## src/pkg/iprt_consts.vh

```
`ifndef IPRT_CONSTS_VH
`define IPRT_CONSTS_VH
`define IPRT_TARGET_ADDR 7'h78
`define IPRT_NUM_BYTES 3'h4
`define IPRT_ADDR_BITS 4'h8
`define IPRT_PRES_W 14
`define IPRT_TEMP_W 11
`define IPRT_STAT_W 2
`endif

```

## src/core/iprt_readout.v

```verilog
`timescale 1ns/100ps
`include "iprt_consts.vh"
module iprt_readout (
  input wire clk_sys_in,
  input wire resetn_in,
  input wire scl_in,
  input wire sda_in,
  output wire sda_out,
  output reg sda_oe_out,
  input wire [1:0] status_in,
  input wire [13:0] pressure_in,
  input wire [10:0] temperature_in,
  output reg busy_out
);
  // ***************
  // sampling
  // ***************
  wire scl_s;
  wire sda_s;
  reg scl_q;
  reg sda_q;
  iprt_sync u_scl (
    .clk_sys_in(clk_sys_in),
    .resetn_in(resetn_in),
    .d_in(scl_in),
    .q_out(scl_s)
  );
  iprt_sync u_sda (
    .clk_sys_in(clk_sys_in),
    .resetn_in(resetn_in),
    .d_in(sda_in),
    .q_out(sda_s)
  );
  always @(posedge clk_sys_in or negedge resetn_in) begin
    if (!resetn_in) begin
      scl_q <= 1'b1;
      sda_q <= 1'b1;
    end else begin
      scl_q <= scl_s;
      sda_q <= sda_s;
    end
  end
  // ***************
  // bus events
  // ***************
  // no glitch filter: a spike on scl reads as a bit
  // a stop anywhere ends the frame; a repeated start restarts it
  // host owns the clock; we only look for its edges
  wire scl_rise = scl_s & ~scl_q;
  wire scl_fall = ~scl_s & scl_q;
  wire start_cond = scl_s & scl_q & sda_q & ~sda_s;
  wire stop_cond = scl_s & scl_q & ~sda_q & sda_s;
  // ***************
  // state machine
  // ***************
  localparam ST_IDLE = 3'd0;
  localparam ST_ADDR = 3'd1;
  localparam ST_AACK = 3'd2;
  localparam ST_SEND = 3'd3;
  localparam ST_MACK = 3'd4;
  reg [2:0] state_q;
  reg [2:0] bit_q;
  reg [7:0] shift_q;
  reg [1:0] byte_q;
  reg [31:0] frame_q;
  reg drive_low_q;
  // pack the reading; temperature low bits sit at the top of byte four
  function [31:0] pack;
    input [1:0] st;
    input [13:0] pr;
    input [10:0] tp;
    begin
      pack = {st, pr[13:8], pr[7:0], tp[10:3], tp[2:0], 5'h00};
    end
  endfunction
  function [7:0] pick;
    input [31:0] fr;
    input [1:0] idx;
    begin
      case (idx)
        2'd0: pick = fr[31:24];
        2'd1: pick = fr[23:16];
        2'd2: pick = fr[15:8];
        default: pick = fr[7:0];
      endcase
    end
  endfunction
  // ***************
  // pin drive
  // ***************
  // open-drain: only ever low or released
  assign sda_out = 1'b0;
  // the enable follows the flop with no extra stage, so data moves a
  // full clock before the host can raise scl again
  always @* begin
    sda_oe_out = drive_low_q;
  end
  // ***************
  // address capture
  // ***************
  // counts rises only while addressing; a start clears it
  reg [3:0] abit_q;
  reg [7:0] addr_q;
  always @(posedge clk_sys_in or negedge resetn_in) begin
    if (!resetn_in) begin
      abit_q <= 4'h0;
      addr_q <= 8'h00;
    end else if (start_cond) begin
      abit_q <= 4'h0;
      addr_q <= 8'h00;
    end else if (state_q == ST_ADDR && scl_rise) begin
      abit_q <= abit_q + 4'h1;
      addr_q <= {addr_q[6:0], sda_s};
    end
  end
  wire addr_end = (state_q == ST_ADDR) && scl_fall &&
    (abit_q == `IPRT_ADDR_BITS);
  // address plus read bit; a write is never answered
  wire addr_hit = addr_end &&
    (addr_q == {`IPRT_TARGET_ADDR, 1'b1});
  // ***************
  // reading capture
  // ***************
  // latched once at the match so all four bytes come from one sample
  // the inputs must be steady at the match; later changes wait a frame
  always @(posedge clk_sys_in or negedge resetn_in) begin
    if (!resetn_in) begin
      frame_q <= 32'h0000_0000;
    end else if (addr_hit) begin
      frame_q <= pack(status_in, pressure_in, temperature_in);
    end
  end
  // ***************
  // byte select
  // ***************
  // the next byte is chosen at the ack rise, ahead of its first bit
  wire [7:0] first_byte = pick(frame_q, 2'd0);
  wire [1:0] byte_nx = byte_q + 2'd1;
  wire [7:0] next_byte = pick(frame_q, byte_nx);
  // ***************
  // sequencer
  // ***************
  always @(posedge clk_sys_in or negedge resetn_in) begin
    if (!resetn_in) begin
      state_q <= ST_IDLE;
      bit_q <= 3'd0;
      shift_q <= 8'h00;
      byte_q <= 2'd0;
      drive_low_q <= 1'b0;
      busy_out <= 1'b0;
    end else if (stop_cond) begin
      state_q <= ST_IDLE;
      drive_low_q <= 1'b0;
      busy_out <= 1'b0;
    end else if (start_cond) begin
      // repeated start also lands here
      state_q <= ST_ADDR;
      bit_q <= 3'd0;
      drive_low_q <= 1'b0;
      busy_out <= 1'b0;
    end else begin
      case (state_q)
        ST_IDLE: begin
          drive_low_q <= 1'b0;
        end
        ST_ADDR: begin
          if (addr_end) begin
            if (addr_hit) begin
              drive_low_q <= 1'b1;
              state_q <= ST_AACK;
              busy_out <= 1'b1;
            end else begin
              state_q <= ST_IDLE;
            end
          end
        end
        ST_AACK: begin
          if (scl_fall) begin
            byte_q <= 2'd0;
            bit_q <= 3'd1;
            shift_q <= {first_byte[6:0], 1'b0};
            drive_low_q <= ~first_byte[7];
            state_q <= ST_SEND;
          end
        end
        ST_SEND: begin
          if (scl_fall) begin
            if (bit_q == 3'd0) begin
              drive_low_q <= 1'b0;
              state_q <= ST_MACK;
            end else begin
              drive_low_q <= ~shift_q[7];
              shift_q <= {shift_q[6:0], 1'b0};
              bit_q <= bit_q + 3'd1;
            end
          end
        end
        ST_MACK: begin
          // four bytes then release; host nack ends early
          // ack is read on the rise, well after the host set it
          if (scl_rise) begin
            if (sda_s || byte_q == 2'd3) begin
              state_q <= ST_IDLE;
              busy_out <= 1'b0;
            end else begin
              byte_q <= byte_q + 2'd1;
              shift_q <= next_byte;
            end
          end
          if (scl_fall) begin
            bit_q <= 3'd1;
            drive_low_q <= ~shift_q[7];
            shift_q <= {shift_q[6:0], 1'b0};
            state_q <= ST_SEND;
          end
        end
        default: begin
          state_q <= ST_IDLE;
        end
      endcase
    end
  end
endmodule // iprt_readout

```

## src/core/iprt_sync.v

```verilog
`timescale 1ns/100ps
// two-stage synchroniser for a pin level
module iprt_sync (
  input wire clk_sys_in,
  input wire resetn_in,
  input wire d_in,
  output wire q_out
);
  reg meta_q;
  reg sync_q;
  always @(posedge clk_sys_in or negedge resetn_in) begin
    if (!resetn_in) begin
      meta_q <= 1'b1;
      sync_q <= 1'b1;
    end else begin
      meta_q <= d_in;
      sync_q <= meta_q;
    end
  end
  assign q_out = sync_q;
endmodule // iprt_sync

```

## config.mk

```make
export PLATFORM = sky130hd
export DESIGN_NAME = iprt_readout
export DESIGN_NICKNAME = d
export VERILOG_FILES = /design/src/core/iprt_readout.v /design/src/core/iprt_sync.v
export VERILOG_INCLUDE_DIRS = /design/src /design/src/pkg
export SDC_FILE = /design/constraint.sdc
export NUM_CORES = 1
export LEC_CHECK = 0
export ABC_AREA = 1
export BUFFER_PORTS_ARGS = -buffer_cell sky130_fd_sc_hd__buf_2
export CORE_MARGIN = 3
export CORE_UTILIZATION = 64
export DETAILED_ROUTE_END_ITERATION = 10
export GPL_TIMING_DRIVEN = 0
export PLACE_DENSITY = 0.9
export SYNTH_ARGS = -nofsm -noshare
export SYNTH_HDL_FRONTEND = slang
export SYNTH_SLANG_ARGS = --single-unit
```

## constraint.sdc

```tcl
create_clock -name clk_sys_in -period 4.1 [get_ports clk_sys_in]
set_input_delay 0.82 -clock clk_sys_in [delete_from_list [all_inputs] [get_ports clk_sys_in]]
set_output_delay 0.82 -clock clk_sys_in [all_outputs]
set_load 0.1 [all_outputs]
```

==> Word level (Yosys, flattened, before mapping) <==
Cells that the tools add are included.
{ "totals": {"register_bits": 63, "elab_cells": 130} }
{ "op_classes": {"n_addsub": 3, "n_eq_ne": 30, "muxes": 46, "bitwise_logic": 15, "n_reduce_logical": 21} }
{ "ops": {"columns": ["operator", "count"], "rows": [
  ["two-way mux 8 bit", 8],
  ["case mux 8 bit (3 select lines)", 2],
  ["two-way mux 3 bit", 13],
  ["!= test 4 bit (second input constant)", 8],
  ["!= test 3 bit (second input constant)", 5],
  ["case mux 3 bit (5 select lines)", 1],
  ["two-way mux 1 bit", 12],
  ["AND reduction 6 bit", 2],
  ["!= test 2 bit (second input constant)", 5],
  ["!= test 5 bit (second input constant)", 2],
  ["AND reduction 5 bit", 2],
  ["== test 8 bit (second input constant)", 1],
  ["two-way mux 2 bit", 4],
  ["two-way mux 4 bit", 2],
  ["inverter 1 bit", 8],
  ["AND reduction 8 bit", 1],
  ["AND 1 bit", 7],
  ["AND reduction 7 bit", 1],
  ["nonzero test 7 bit", 1],
  ["== test 3 x 2 -> 1 bit (second input constant)", 2],
  ["zero test 3 bit", 2],
  ["case mux 3 bit (2 select lines)", 1],
  ["nonzero test 3 bit", 2],
  ["case mux 1 bit (5 select lines)", 1],
  ["17 further kinds", 22]
]} }

==> Depth between registers and ports, before layout <==
{ "logic_depth": {"word_depth": 10, "ltp_mapped": 11} }

==> Cells and area by module <==
From an unflattened synthesis, not the netlist that was laid out.
{ "hier_totals": {"cells_unflattened": 462, "hier_area_um2": 3468.3} }
{ "by_module_without_submodules": {"columns": ["module", "instances", "cells_each", "area_each_um2", "seq_area_each_um2"], "rows": [
  ["iprt_readout", 1, 458, 3363.2, 1478.9],
  ["iprt_sync", 2, 2, 52.6, 52.6]
]} }

==> Worst setup path before layout <==
Ideal clock, no wire load.
{ "synth_path": {"path_kind": "reg-to-output", "from": "register busy_out", "to": "output port busy_out", "arrival_ns": 0.898, "required_ns": 3.280, "path_slack_ns": 2.382, "stages_incl_launch_ff": 1, "path_buffers": 0, "cell_sequence": "dfrtp_1"} }
{ "synth_lines": {"columns": ["item", "line_no", "text"], "rows": [
  ["start, declared", "iprt_readout.v:13", "output reg busy_out"],
  ["start signal, assigned", "iprt_readout.v:150", "busy_out <= 1'b0;"],
  ["start signal, assigned", "iprt_readout.v:154", "busy_out <= 1'b0;"],
  ["start signal, assigned", "iprt_readout.v:160", "busy_out <= 1'b0;"]
]} }
No word-level cell between the ends.

==> Worst setup path in the final report <==
{ "layout_path": {"from": "register scl_q", "to": "register frame_q[20]"} }
{ "layout_between": {"elab_chain_len": 4} }
{ "layout_rtl": {"columns": ["item", "line_no", "text"], "rows": [
  ["start, declared", "iprt_readout.v:20", "reg scl_q;"],
  ["start signal, assigned", "iprt_readout.v:39", "scl_q <= scl_s;"],
  ["AND 1 bit", "iprt_readout.v:50", "wire scl_fall = ~scl_s & scl_q;"],
  ["logical AND 1 bit (2 in series)", "iprt_readout.v:116", "wire addr_end = (state_q == ST_ADDR) && scl_fall &&"],
  ["logical AND 1 bit", "iprt_readout.v:119", "wire addr_hit = addr_end &&"],
  ["end signal, assigned", "iprt_readout.v:130", "frame_q <= pack(status_in, pressure_in, temperature_in);"],
  ["end, declared", "iprt_readout.v:65", "reg [31:0] frame_q;"]
]} }
Every way passes these cells.
A chain may end at the register's enable or synchronous reset.

==> impl_metrics.tcl <==
set metrics [dict create \
    die_h_microns 79.54 \
    grt.total_usage_pct 28.44 \
    wire_per_inst_microns 14.04 \
    tightest_slew_ps 798.6 \
    cap_violations 0 \
    power_density_nw_per_um2 330.2 \
    synth-seq-cells 63 \
    netlist_area_sq_um 3461 \
    cts.repair.resized 0 \
    cts_sinks 63 \
    holdWs_ps 356.1 \
    skew_ps 9.486 \
    diodes 0 \
    dpl.cell_count 565 \
    status "finished clean" \
    cts_max_level 3 \
    clk_latency_ps 360 \
    initial_core_util_pct 66.91 \
    hold_violations 0 \
    rsz0062_at_grt "no" \
    initialDrtViolationCount 326 \
    leakage_nw 2.025 \
    syn_avg_cell_area_sq_um 7.475 \
    grt_pass1_vias 3075 \
    critPathMaxStageDelay_ps 540 \
    synthArstFlopShare_pct 100.0 \
    final-max-slew-violation-count 0 \
    synth_top_area_cell "dfrtp_1" \
    dp_hpwl_microns 5783 \
    grt_max_degree 64 \
    gp_routability_congestion 0.9895 \
    regToRegStartpoint "scl_q" \
    postCtsSetupBuffers 0 \
    grt-ovfl-total 0 \
    synth_nets 506 \
    crit_slowest_cell "dfstp_2" \
    routed_via_density 5.513 \
    crit_fanout 10 \
    netlist_instances 463 \
    via_count 3203 \
    fin_crit_sh_pct 48.17 \
    first_pass_iters 5 \
    rr_endpoint "frame_q[20]" \
    portBuffers 32 \
    hp-start "u_scl.meta_q" \
    yosysTopAreaCellShare_pct 41.21 \
    rr_worst_depth 8 \
    area_growth_pct 12.94 \
    dieArea_sq_um 6326 \
    setup_viol 0 \
    ys_warn_count 0 \
    layout.nets 549 \
    die_x_microns 79.54 \
    achievable-frequency_ghz 0.5063 \
    cp-start-kind "flop" \
    cts_buffers 9 \
    drc 0 \
    clkTransAtPathRegs_ps 70 \
    crit_top_cell "nand2_1" \
    hold_depth 0 \
    grt_antenna_before_repair 0 \
    placementRows 26 \
    pin_count 34 \
    drt-total-wl_microns 8156 \
    yosys_most_used_dff "dfrtp_1" \
    ir_worst_vdd_v 0.0003163 \
    drive_above_1_share_pct 15.85 \
    cts_root_buf "clkbuf_8" \
    cts_tree "done" \
    tns_ps 0 \
    synthTopCellsByArea "dfrtp_1, nand2_1, nand3_1" \
    fin_crit_ps 1975 \
    core_area_sq_um 5172 \
    hold_path_end "u_scl.q_out" \
    synth-edff-count 0 \
    path_cells "ha_1 -> buf_4 -> nand4_1 -> nor2_8 -> nand2_2 -> buf_2 -> nand2_1 -> nand2_1" \
    synth.distinct_cells 31 \
    ctsHoldBuffers 0 \
    hp-class "flop to flop" \
    arrival_ps 2220 \
    ant_nets 0 \
    relSlewSlack_pct 46.76 \
    path_class "flop to flop" \
    required_ps 4350 \
    synth_most_common_cell "nand2_1" \
    crit_family "simple AND/OR/NAND/NOR gates" \
    layout.cells.non_filler 581 \
    path_buf_inv 2 \
    cp-end-kind "flop" \
    grt_pass1_wl_microns 13740 \
    synth_common_cells "nand2_1, nand3_1, dfrtp_1" \
    ys_seq_area_share_pct 45.77 \
    regToRegSetupSlack_ps 2120 \
    clk_path_buf_depth 2 \
]
[per-stage QoR]
| step | setup WS (ps) | area [sq um] | util [%] | power [W] |
|---|---|---|---|---|
| 2_1_floorplan | 2382 | 3461 | - | 0.0007143 |
| 3_3_place_gp | 2060 | 3709 | 71.70 | 0.0007509 |
| 3_5_place_dp | 2011 | 3709 | 71.70 | 0.0007545 |
| 4_1_cts | 2115 | 3906 | 75.52 | 0.001295 |
| 5_1_grt | 2020 | 3909 | 75.57 | 0.001337 |
| 6_report | 2125 | 3909 | 75.57 | 0.001291 |
[how the worst max path moves through the flow]
| stage | startpoint | end | cells past startpoint |
|---|---|---|---|
| after floorplan | busy_out | busy_out | 0 |
| after global placement | resetn_in | frame_q[12] | 1 |
| after detailed placement | resetn_in | frame_q[11] | 1 |
| after CTS | scl_q | frame_q[20] | 8 |
| after global routing | u_scl.q_out | state_q[2] | 9 |
| final | scl_q | frame_q[20] | 8 |
[layout by cell type (no fill, tap or decap), types with 2 or more instances in the layout]
cell,count
clkbuf_1,6
nor2_1,30
nand4_1,2
dfstp_2,6
o31ai_1,3
o21ai_0,12
nand3_1,70
nand2_1,188
dfrtp_1,57
inv_2,5
a31oi_1,2
nor2_4,4
a21oi_1,6
a21oi_2,3
ha_1,12
nand2_2,2
xnor2_1,2
clkbuf_8,10
nor3_1,2
nor2_2,3
inv_1,34
buf_2,35
clkinv_2,2
buf_4,3
[registers in the layout, summed over array words and instances (netlist names), 2 cells and up]
signal	flops
addr_q	8
bit_q	3
shift_q	8
frame_q	27
abit_q	4
state_q	3
byte_q	2
[cell families after synthesis]
group	Yosys count	synth area share (%)
simple gates	305	38.21
other cells	1	0.1084
flops	63	45.77
buf+inv	52	6.218
compound gates	27	4.592
xor+xnor	3	0.7594
fa+ha+maj	12	4.338
[layout make-up]
type / instances / area [sq um]
plain buffers: 13 / 68.82
clock buffers: 11 / 141.4
clock inverters: 5 / 56.30
fillers: 389 / 1264
inverters: 39 / 146.4
multi-input cells: 348 / 1662
flip-flops and latches: 63 / 1584
well taps: 70 / 87.58
repair buffers: 32 / 162.7
[report_power, final]
| group | leakage (nW) | internal, W | switching [W] |
|---|---|---|---|
| Clock | 0.0997 | 0.000297 | 0.000250 |
| Combinational | 1.21 | 0.0000283 | 0.0000713 |
| Sequential | 0.718 | 0.000635 | 0.00000932 |
| Total | 2.03 | 0.000960 | 0.000330 |
[worst reg2reg max path, delay by kind of cell, from the launching register on]
family,cells,cell delay (ps)
and+or+nand+nor,5,800
adders and majority gates,1,140
buffers and inverters,2,380
DFF,1,540
[per-layer routing]
metal  up-vias  track usage [%]  share of wire, %
met3        20            9.029               7.2
met2       135            45.24                48
met4         0            9.622               1.9
met5         -                0                 0
li1       1554                -                 -
met1      1494            36.77                43
Note: power is estimated with default switching activity, not from simulation.
